<file path="src/hdl/tfs_map.vh">
// Constants for the thermal fault supervisor.
`ifndef TFS_MAP_VH
`define TFS_MAP_VH
`define TFS_CLK_HZ 10000000
`define TFS_SHUTDOWN_DELAY_NS 100000
// Counts are in cycles of the 10 MHz clock, sized to the counter width.
`define TFS_SHUTDOWN_CYCLES 12'h3e8
`define TFS_WOC_OTHER_NS 10000
`define TFS_WOC_OTHER_CYCLES 12'h064
`define TFS_CNT_W 12
`define TFS_WARN_MV 640
`define TFS_HYST_MV 20
`define TFS_SHUT_MV 580
`define TFS_SOFTSTART_CYCLES 12'h3e8
`define TFS_ST_OFF 2'h0
`define TFS_ST_SOFTSTART 2'h1
`define TFS_ST_RUN 2'h2
`define TFS_ST_FAULT 2'h3
`endif

</file>
<file path="src/hdl/tfs_supervisor.v">
// Thermal fault supervisor for a dual-output regulator, with alert, counter and fault latch.
// Functional notes
// - Two identical thermal channels, core and northbridge.
// - Sense at or below warning drives alert low.
// - Counter advances during warning; terminal count 100us.
// - Counter counts down once sense recovers.
// - Warning comparison has 20mV hysteresis.
// - Alert asserted selects higher reset comparison level.
// - Alert releases only when both above reset.
// - Alert release restores the trip comparison level.
// - Sense at shutdown level declares thermal fault.
// - Fault pulls power good low, tri-states phases.
// - Fault on either output shuts both down.
// - Faults clear only by enable low or reset.
// - Enable low clears faults; enable return starts soft-start.
// - Severe overcurrent shuts down now; other within 10us.
`timescale 1ns/1ns
`include "tfs_map.vh"
module tfs_supervisor (
    // Clock and reset.
    input wire ref_clk_in,
    input wire reset_n_in,
    // Enable pin.
    input wire enable_in,
    // Comparator results, high while sense is at or below the selected level.
    input wire core_warn_cmp_in,
    input wire nb_warn_cmp_in,
    input wire core_shut_cmp_in,
    input wire nb_shut_cmp_in,
    // Severe overcurrent flags per output.
    input wire core_severe_overcurrent_in,
    input wire nb_severe_overcurrent_in,
    // Comparator level select: high selects the reset level (trip plus hysteresis).
    output reg thermal_reset_level_out,
    // Open-drain active-low alert: output is always zero, enable drives it.
    output wire thermal_alert_n_out,
    output reg thermal_alert_n_oe_out,
    // Power good open-drain and phase drive enables.
    output wire power_good_out,
    output reg power_good_oe_out,
    output reg core_phase_en_out,
    output reg nb_phase_en_out,
    // Status.
    output reg thermal_fault_out,
    output reg [1:0] state_out
);
    localparam [`TFS_CNT_W-1:0] TERM_CNT = `TFS_SHUTDOWN_CYCLES;
    localparam [`TFS_CNT_W-1:0] WOC_CNT = `TFS_WOC_OTHER_CYCLES;
    localparam [`TFS_CNT_W-1:0] SS_CNT = `TFS_SOFTSTART_CYCLES;
    // State codes of the sequencer.
    localparam [1:0] ST_OFF = `TFS_ST_OFF;
    localparam [1:0] ST_SOFTSTART = `TFS_ST_SOFTSTART;
    localparam [1:0] ST_RUN = `TFS_ST_RUN;
    localparam [1:0] ST_FAULT = `TFS_ST_FAULT;

    // =====================================================================
    // Input synchronisers.
    // =====================================================================
    // Three stages; a change is taken once stages two and three agree.
    reg [6:0] s1_reg;
    reg [6:0] s2_reg;
    reg [6:0] s3_reg;
    reg [6:0] clean_reg;
    wire [6:0] raw = {enable_in, nb_severe_overcurrent_in, core_severe_overcurrent_in,
                      nb_shut_cmp_in, core_shut_cmp_in, nb_warn_cmp_in, core_warn_cmp_in};
    integer i;
    always @(posedge ref_clk_in or negedge reset_n_in) begin
        if (!reset_n_in) begin
            s1_reg <= 7'h00;
            s2_reg <= 7'h00;
            s3_reg <= 7'h00;
            clean_reg <= 7'h00;
        end else begin
            s1_reg <= raw;
            s2_reg <= s1_reg;
            s3_reg <= s2_reg;
            for (i = 0; i < 7; i = i + 1) begin
                if (s2_reg[i] == s3_reg[i]) begin
                    clean_reg[i] <= s3_reg[i];
                end
            end
        end
    end
    // Each flag pair holds the core channel first, then the northbridge channel.
    wire core_warn = clean_reg[0];
    wire nb_warn = clean_reg[1];
    wire any_shut = clean_reg[2] | clean_reg[3];
    wire core_woc = clean_reg[4];
    wire nb_woc = clean_reg[5];
    wire enable_ok = clean_reg[6];

    // =====================================================================
    // Alert and comparison level.
    // =====================================================================
    // The comparators see the level chosen by thermal_reset_level_out, so warn
    // flags mean "at or below trip" while released and "not above reset" while
    // asserted.
    wire any_warn = core_warn | nb_warn;
    reg alert_reg;
    reg [`TFS_CNT_W-1:0] fcnt_reg;
    reg [`TFS_CNT_W-1:0] fcnt_next;
    always @* begin
        fcnt_next = fcnt_reg;
        if (any_warn) begin
            if (fcnt_reg != TERM_CNT) begin
                fcnt_next = fcnt_reg + 1'b1;
            end
        end else if (fcnt_reg != {`TFS_CNT_W{1'b0}}) begin
            fcnt_next = fcnt_reg - 1'b1;
        end
    end

    // =====================================================================
    // Fault latch and sequencing.
    // =====================================================================
    reg [1:0] state_reg;
    reg [`TFS_CNT_W-1:0] tmr_reg;
    reg woc_pend_reg;
    reg core_on_reg;
    reg nb_on_reg;
    wire therm_trip = any_shut | (fcnt_reg == TERM_CNT);
    always @(posedge ref_clk_in or negedge reset_n_in) begin
        if (!reset_n_in) begin
            state_reg <= ST_OFF;
            tmr_reg <= {`TFS_CNT_W{1'b0}};
            alert_reg <= 1'b0;
            fcnt_reg <= {`TFS_CNT_W{1'b0}};
            woc_pend_reg <= 1'b0;
            core_on_reg <= 1'b0;
            nb_on_reg <= 1'b0;
            thermal_fault_out <= 1'b0;
        end else if (!enable_ok) begin
            state_reg <= ST_OFF;
            tmr_reg <= {`TFS_CNT_W{1'b0}};
            alert_reg <= 1'b0;
            fcnt_reg <= {`TFS_CNT_W{1'b0}};
            woc_pend_reg <= 1'b0;
            core_on_reg <= 1'b0;
            nb_on_reg <= 1'b0;
            thermal_fault_out <= 1'b0;
        end else begin
            if (any_warn) begin
                alert_reg <= 1'b1;
            end else begin
                alert_reg <= 1'b0;
            end
            fcnt_reg <= fcnt_next;
            case (state_reg)
                ST_OFF: begin
                    state_reg <= ST_SOFTSTART;
                    tmr_reg <= {`TFS_CNT_W{1'b0}};
                end
                ST_SOFTSTART, ST_RUN: begin
                    if (state_reg == ST_SOFTSTART) begin
                        core_on_reg <= 1'b1;
                        nb_on_reg <= 1'b1;
                        tmr_reg <= tmr_reg + 1'b1;
                        if (tmr_reg == SS_CNT - 1'b1) begin
                            state_reg <= ST_RUN;
                        end
                    end
                    if (therm_trip) begin
                        state_reg <= ST_FAULT;
                        thermal_fault_out <= 1'b1;
                        core_on_reg <= 1'b0;
                        nb_on_reg <= 1'b0;
                    end else if (core_woc | nb_woc) begin
                        state_reg <= ST_FAULT;
                        core_on_reg <= core_on_reg & ~core_woc;
                        nb_on_reg <= nb_on_reg & ~nb_woc;
                        woc_pend_reg <= 1'b1;
                        tmr_reg <= {`TFS_CNT_W{1'b0}};
                    end
                end
                ST_FAULT: begin
                    if (woc_pend_reg) begin
                        tmr_reg <= tmr_reg + 1'b1;
                        if (tmr_reg >= WOC_CNT - 1'b1) begin
                            core_on_reg <= 1'b0;
                            nb_on_reg <= 1'b0;
                            woc_pend_reg <= 1'b0;
                        end
                    end else begin
                        core_on_reg <= 1'b0;
                        nb_on_reg <= 1'b0;
                    end
                    if (therm_trip) begin
                        thermal_fault_out <= 1'b1;
                        core_on_reg <= 1'b0;
                        nb_on_reg <= 1'b0;
                    end
                end
                default: begin
                    state_reg <= ST_OFF;
                end
            endcase
        end
    end

    // =====================================================================
    // Output stage.
    // =====================================================================
    assign thermal_alert_n_out = 1'b0;
    assign power_good_out = 1'b0;
    always @(posedge ref_clk_in or negedge reset_n_in) begin
        if (!reset_n_in) begin
            thermal_reset_level_out <= 1'b0;
            thermal_alert_n_oe_out <= 1'b0;
            power_good_oe_out <= 1'b1;
            core_phase_en_out <= 1'b0;
            nb_phase_en_out <= 1'b0;
            state_out <= ST_OFF;
        end else begin
            thermal_reset_level_out <= alert_reg;
            thermal_alert_n_oe_out <= alert_reg;
            power_good_oe_out <= (state_reg != ST_RUN);
            core_phase_en_out <= core_on_reg;
            nb_phase_en_out <= nb_on_reg;
            state_out <= state_reg;
        end
    end
endmodule

</file>
<file path="config.mk">
export PLATFORM = sky130hd
export DESIGN_NAME = tfs_supervisor
export DESIGN_NICKNAME = d
export VERILOG_FILES = /design/src/hdl/tfs_supervisor.v
export VERILOG_INCLUDE_DIRS = /design/src /design/src/hdl
export SDC_FILE = /design/constraint.sdc
export NUM_CORES = 1
export LEC_CHECK = 0
export BUFFER_PORTS_ARGS = -buffer_cell sky130_fd_sc_hd__buf_2
export CAP_MARGIN = 30
export CORE_ASPECT_RATIO = 1.75
export CORE_MARGIN = 5
export CORE_UTILIZATION = 47
export CTS_BUF_LIST = sky130_fd_sc_hd__clkbuf_4
export DETAILED_ROUTE_END_ITERATION = 8
export PLACE_DENSITY_LB_ADDON = 0.08
export SYNTH_ARGS = -nofsm -noshare
export SYNTH_HDL_FRONTEND = slang
export SYNTH_SLANG_ARGS = --single-unit
</file>
<file path="constraint.sdc">
create_clock -name ref_clk_in -period 6.9 [get_ports ref_clk_in]
set_clock_uncertainty 0.1 [all_clocks]
set_input_delay 0.69 -clock ref_clk_in [delete_from_list [all_inputs] [get_ports ref_clk_in]]
set_output_delay 0.69 -clock ref_clk_in [all_outputs]
set_load 0.03 [all_outputs]
</file>
==> results by group, run 1 <==
Status
  – Status: finished clean

Yosys
  – Synth cell types: 58
  – Syn avg cell area: 10.2 µm²
  – Synth Area in Compound Gates: 17.3%
  – Main combinational cell family by area after synthesis: compound AO/OA/AOI/OAI gates
  – Fraction of the yosys area taken by sequential cells: 51.4%
  – Adder-Cell Fraction of Synth Area: 5.77%
  – Predominant post-synthesis flop cell: dfrtp_1
  – YS warnings: 0
  – Simple-gate area share of the yosys netlist: 16.4%
  – Async S/R FF share, synth: 100%
  – Post-Synthesis Cells: 311
  – #FFs+latches synth: 65
  – Post-synth EDFFs: 0
  – Synth Cell Area: 0.00316 mm²
  – Post-synthesis mux area share: 0.316%
  – XOR/XNOR Fraction of Synth Area: 3.32%

Routing
  – DRC: 0
  – Drt wl/cell: 17.2 µm
  – Routed WL: 7150 µm
  – Drt pass-1 iters: 4
  – Total vias in the final route: 2,412
  – Via/cell ratio: 5.80
  – Final ANT Viol Nets: 0
  – DR iter-0 viols: 115

Layout
  – Area of the multi-input gates: 0.00138 mm²
  – Area growth, synth to finish: 9.69%
  – Fin nets: 347
  – Layout fillers: 613
  – Register area: 0.00163 mm²
  – Finished Core Util: 53.1%
  – Antenna cell count: 0
  – Layout cell share with drive strength beyond 1: 14.1%

Place
  – Place WS: 4140 ps
  – Dpl hpwl: 4980 µm
  – Port bufs: 16
  – Routability congestion estimate: 0.931

Clocking
  – Post-CTS setup buffers: 0
  – Post_cts resized: 0
  – Clk slew on worst S/H paths: 120 ps
  – Clock Tree Buf Depth: 2
  – CTS tree: built
  – H-tree depth: 3
  – CTS Buf Count: 9
  – Root Buffer: clkbuf_4
  – Hold-fix buffer count after cts: 0
  – Clock latency on the worst-skew pair: 420 ps
  – # clock sinks: 65

Critical path
  – Crit path largest cell delay: 640 ps
  – Critical path cell sequence: or3_1 -> o41a_1 -> a211oi_4 -> o221ai_1 -> a32oi_1
  – CP Class: flip-flop to flip-flop
  – CP Max Fanout: 12
  – Worst EP required: 7150 ps
  – CP top delay family: compound AO/OA/AOI/OAI gates
  – CP Capture Type: flip-flop
  – CP arrival: 3050 ps
  – Crit path buf inv count: 0
  – Slowest CP cell: a211oi_4
  – Crit path launch type: flip-flop

Timing
  – Setup-failing EPs final: 0
  – Slew headroom: 34.9%
  – Setup TNS: 0 ps
  – Final min period: 2800 ps
  – Final period utilization: 40.6%
  – Fmax: 357 MHz
  – Worst Slack Setup Final: 4100 ps
  – RSZ-0062 raised after global routing: no
  – Slew Limit Fails: 0
  – Final Hold Fails: 0
  – Worst-margin pin slew: 977 ps
  – WHS: 256 ps

Floorplan
  – Core Region: 0.00654 mm²
  – Die span in y: 119 µm
  – FP Rows: 39
  – Initial Util: 48.4%
  – Die footprint: 0.00854 mm²
  – Ports: 19
  – Die W: 72.0 µm

Global route
  – Largest net degree at the start of global routing: 66
  – GRT overflow: 0
  – Number of global-route vias before repair: 2,448
  – Antenna violations before repair: 0
  – First-pass GRT wire length: 12,000 µm
  – Total GRT Usage: 18.4%

Hold path
  – Worst Hold Class: flip-flop to flip-flop

Run
  – Max cap viols: 0

Power
  – Clk pwr share: 24.8%
  – Net Sw Power: 485 µW
  – Leakage: 1.46 nW
  – Comb pwr share: 34.4%
  – Flop pwr share: 40.8%
  – P_int: 747 µW
  – Worst IR drop on VDD: 0.000179 V
  – Sw Ratio: 39.4%
  – Power Density: 355 mW/mm²
## routing by layer
| layer | vias to the layer above | track usage, % | share of wire, % |
|---|---|---|---|
| li1 | 1160 | - | - |
| met5 | - | 0 | 0 |
| met2 | 63 | 32.3 | 56 |
| met4 | 0 | 10.1 | 3.4 |
| met3 | 22 | 4.08 | 3.4 |
| met1 | 1167 | 19.9 | 37 |
## worst register-to-register path: stages (launching register included)
cell and delay, ps:
dfrtp_1 500, or3_1 450, o41a_1 620, a211oi_4 640, o221ai_1 180, a32oi_1 240
## layout by cell type, fill, tap and decap left out, types with 2 or more instances in the layout
cell,instances
a211oi_4,2
a21oi_1,13
a22oi_1,3
a31oi_1,3
a32oi_1,3
a41o_1,2
and3_1,3
buf_2,16
buf_4,3
bufinv_16,2
clkbuf_4,9
conb_1,2
dfrtp_1,64
ha_1,9
inv_1,23
inv_6,2
maj3_1,7
nand2_1,22
nand2b_1,3
nand3_1,14
nand4_1,5
nor2_1,29
nor2b_1,2
nor3_1,9
nor4_1,6
o2111ai_1,2
o211a_1,2
o211ai_1,7
o21ai_0,11
o221ai_1,7
o22ai_1,3
o32ai_1,2
or2_2,3
or4_1,2
xnor2_1,8
xor2_1,4
## power groups by stage
stage / combinational, mW / clock [mW] / sequential (mW)
CTS: 0.427 / 0.312 / 0.502
detailed placement: 0.424 / 0 / 0.510
finish: 0.424 / 0.306 / 0.503
floorplan: 0.314 / 0 / 0.509
global placement: 0.423 / 0 / 0.508
global route: 0.475 / 0.331 / 0.511
## worst paths after layout
kind	start	end	slack, ps	cells past startpoint
max in group asynchronous	reset_n_in	tmr_reg[5]$_DFFE_PN0P_	5840	2
worst max register to register	fcnt_reg[4]$_DFFE_PN0P_	tmr_reg[10]$_DFFE_PN0P_	4100	5
worst max-delay path	fcnt_reg[4]$_DFFE_PN0P_	tmr_reg[10]$_DFFE_PN0P_	4100	5
worst min-delay path	s1_reg[2]$_DFF_PN0_	s2_reg[2]$_DFF_PN0_	260	0
min in group asynchronous	reset_n_in	s3_reg[0]$_DFF_PN0_	330	2
worst min register to register	s1_reg[2]$_DFF_PN0_	s2_reg[2]$_DFF_PN0_	260	0
## kinds of logic (layout without fill, tap and decap cells)
logic type                 count (synthesis)  count (layout)
other                                      1               2
DFF                                       65              65
adders and majority gates                 16              16
buffers and inverters                     38              60
AOI/OAI and AO/OA                         73              73
xor gates and xnor gates                  12              12
and+or+nand+nor                          105             105
muxes                                      1               1
## layout make-up
type                    instances  share of cell area [%]
clock buffers                   9                    1.95
clock inverters                 7                    2.92
inverters                      25                    2.70
multi-input cells             209                    39.6
flip-flops and latches         65                    46.9
well taps                      82                    2.96
repair buffers                 19                    2.96
## synth_stat cells, types with 2 or more instances
cell | number | area [µm²]
nor2b_1 | 2 | 12.5
maj3_1 | 7 | 70.1
inv_1 | 23 | 86.3
xor2_1 | 4 | 35.0
ha_1 | 9 | 113
a41o_1 | 2 | 20.0
o21ai_0 | 11 | 55.1
a32oi_1 | 3 | 26.3
a211oi_1 | 2 | 15.0
clkbuf_1 | 7 | 26.3
a22oi_1 | 3 | 22.5
and3_1 | 3 | 18.8
o211ai_1 | 7 | 52.6
o2111ai_1 | 2 | 17.5
buf_6 | 2 | 22.5
nor2_1 | 29 | 109
o211a_1 | 2 | 20.0
a31oi_1 | 3 | 18.8
or4_1 | 2 | 15.0
o22ai_1 | 3 | 18.8
o221ai_1 | 7 | 61.3
or2_2 | 3 | 18.8
a211oi_4 | 2 | 40.0
dfrtp_1 | 64 | 1600
a21oi_1 | 13 | 65.1
nor3_1 | 9 | 45.0
nand2_1 | 22 | 82.6
nand4_1 | 5 | 31.3
nor4_1 | 6 | 37.5
o32ai_1 | 2 | 17.5
buf_4 | 3 | 22.5
xnor2_1 | 8 | 70.1
nand2b_1 | 3 | 18.8
nand3_1 | 14 | 70.1
## metrics by stage
stage                     instances  total power [mW]  cell area, µm²
final                           416              1.23            3470
after global routing            416              1.32            3470
after floorplan                 312             0.823            3170
after detailed placement        400             0.933            3300
after CTS                       416              1.24            3470
after global placement          400             0.932            3300
(Power assumes the default switching activity.)
==> inputs of run 2 (changes only) <==
- clock period: 6.9 -> 2.7 ns (I/O delays scaled with it)
==> run 2 against run 1 <==
  * Core utilization rose by 1.1 points
  * Clock power rose by 71%
  * Global-route usage rose by 0.42 points
  * Sequential power rose to 2.5 times the previous value
  * Combinational power rose to 2.7 times the previous value
  * Sequential share of layout area fell by 0.99 points
  * Routed wire length rose by 2.3%
  * Final cell count rose by 3.6%
  * Maximum frequency rose by 13%
  * Via count rose by 2.7%
  * Flip-flop and latch count did not move
  * Critical path type unchanged
==> results by group, run 2 (same netlist as run 1, synthesis figures left out) <==
Status
  – Status: finished clean

Place
  – Routability congestion estimate: 0.923
  – Port bufs: 16
  – DP Area: 0.00336 mm²
  – Dpl hpwl: 5290 µm

Critical path
  – Crit. Startpoint: fcnt_reg[1]$_DFFE_PN0P_
  – Critical path cell sequence: or3_4 -> o41a_1 -> a211oi_4 -> o221ai_1 -> a32oi_1
  – Reg2reg path depth: 5
  – CP Max Fanout: 7
  – CP Class: flip-flop to flip-flop
  – Reg2reg setup slack: 210 ps
  – Worst setup path endpoint: tmr_reg[10]$_DFFE_PN0P_
  – CP top delay family: compound AO/OA/AOI/OAI gates
  – Crit path largest cell delay: 550 ps
  – CP Capture Type: flip-flop
  – Crit path buf inv count: 0
  – Worst EP required: 2940 ps
  – Reg2Reg Capture Point: tmr_reg[10]$_DFFE_PN0P_
  – Crit path launch type: flip-flop
  – CP arrival: 2720 ps
  – Slowest CP cell: o41a_1
  – R2r startpoint: fcnt_reg[1]$_DFFE_PN0P_
  – Crit path depth: 5

Power
  – Leakage: 1.50 nW
  – Power Density: 835 mW/mm²
  – Worst IR drop on VDD: 0.000295 V

Clocking
  – Hold-fix buffer count after cts: 8
  – Clock Tree Buf Depth: 2
  – Root Buffer: clkbuf_4
  – H-tree depth: 3
  – Post_cts resized: 0
  – Clock latency on the worst-skew pair: 410 ps
  – CTS Buf Count: 9
  – Clk slew on worst S/H paths: 110 ps
  – # clock sinks: 65
  – CTS tree: built
  – Post-CTS setup buffers: 0

Timing
  – Slew headroom: 39.2%
  – Final period utilization: 92.1%
  – Setup-failing EPs final: 0
  – Slew Limit Fails: 0
  – Final min period: 2490 ps
  – Fmax: 402 MHz
  – RSZ-0062 raised after global routing: no
  – Worst-margin pin slew: 912 ps
  – Setup TNS: 0 ps
  – Final Hold Fails: 0

Global route
  – Most Crowded Layer GR: met2
  – GRT overflow: 0
  – Number of global-route vias before repair: 2,536
  – Total GRT Usage: 18.8%
  – First-pass GRT wire length: 12,400 µm
  – Largest net degree at the start of global routing: 43
  – GR Util met2: 34.1%
  – GR met3 Demand/Resource: 4.33%
  – Met1 global-route usage: 20.3%
  – Antenna violations before repair: 0

Routing
  – Via/cell ratio: 5.74
  – Drt pass-1 iters: 4
  – Total vias in the final route: 2,476
  – Routed WL: 7310 µm
  – Final ANT Viol Nets: 0
  – DRC: 0
  – DR iter-0 viols: 96
  – Drt wl/cell: 17.0 µm

Layout
  – Most frequent cells in the layout: 64 x dfrtp_1, 29 x nor2_1, 23 x inv_1
  – Commonest non-fill, non-tap cell in the layout: dfrtp_1
  – Fin nets: 363
  – Layout fillers: 625
  – Antenna cell count: 0
  – Area growth, synth to finish: 12.1%
  – Post-route cell area: 0.00355 mm²
  – Layout cell share with drive strength beyond 1: 14.6%

Floorplan
  – FP Rows: 39
  – Initial Util: 48.4%
  – Die W: 72.0 µm
  – Die span in y: 119 µm
  – Ports: 19
  – Die footprint: 0.00854 mm²
  – Core Region: 0.00654 mm²

Hold path
  – Worst Hold Class: flip-flop to flip-flop

Run
  – Max cap viols: 0
==> run 2: cell count changes in the layout (fill, tap and decap cells not counted), sizes merged <==
cell / delta
dlygate4sd3: +8
clkinv: +4
bufinv: -2
buf: +8
inv: -3
==> run 2: where the power goes <==
| group | total [mW] | leakage, nW | internal, mW | switching [mW] |
|---|---|---|---|---|
| Sequential | 1.27 | 0.820 | 1.12 | 0.153 |
| Clock | 0.523 | 0.0545 | 0.178 | 0.345 |
| Combinational | 1.16 | 0.630 | 0.452 | 0.711 |
| Total | 2.96 | 1.50 | 1.75 | 1.21 |
==> run 2: metal layers <==
metal | part of all wire, % | vias to the layer above
li1 | - | 1181
met1 | 38 | 1233
met2 | 57 | 43
met3 | 2.7 | 19
met4 | 2.5 | 0
met5 | 0 | -
==> run 2: stage by stage <==
stage                     std cells  util (%)  hold WS (ps)  power (mW)  worst slack (ps)
final                           431      54.2           251        2.96               214
after global routing            431      54.2           272        3.17               105
after CTS                       431      54.2           259        2.98               246
after detailed placement        408      51.4           236        2.44               244
after global placement          408      51.4           233        2.42               307
after floorplan                 312         -          -126        2.10               432
==> run 2: how the worst min path moves through the flow <==
stage                              from                   to  slack, ps  depth (start not counted)
global placement    s1_reg[5]$_DFF_PN0_  s2_reg[5]$_DFF_PN0_        230                          0
finish              s1_reg[3]$_DFF_PN0_  s2_reg[3]$_DFF_PN0_        250                          0
CTS                 s1_reg[3]$_DFF_PN0_  s2_reg[3]$_DFF_PN0_        260                          0
global route        s1_reg[3]$_DFF_PN0_  s2_reg[3]$_DFF_PN0_        270                          0
floorplan                    reset_n_in  alert_reg$_DFF_PN0_       -130                          0
detailed placement  s1_reg[5]$_DFF_PN0_  s2_reg[5]$_DFF_PN0_        240                          0
==> run 2: layout make-up <==
class	count	area, µm²	share of cell area, %
clock buffer	9	67.6	1.91
clock inverter	6	36.3	1.02
sequential	65	1630	45.9
multi-input combinational	209	1380	38.8
timing repair buffer	35	243	6.85
tap	82	103	2.89
inverter	25	93.8	2.65
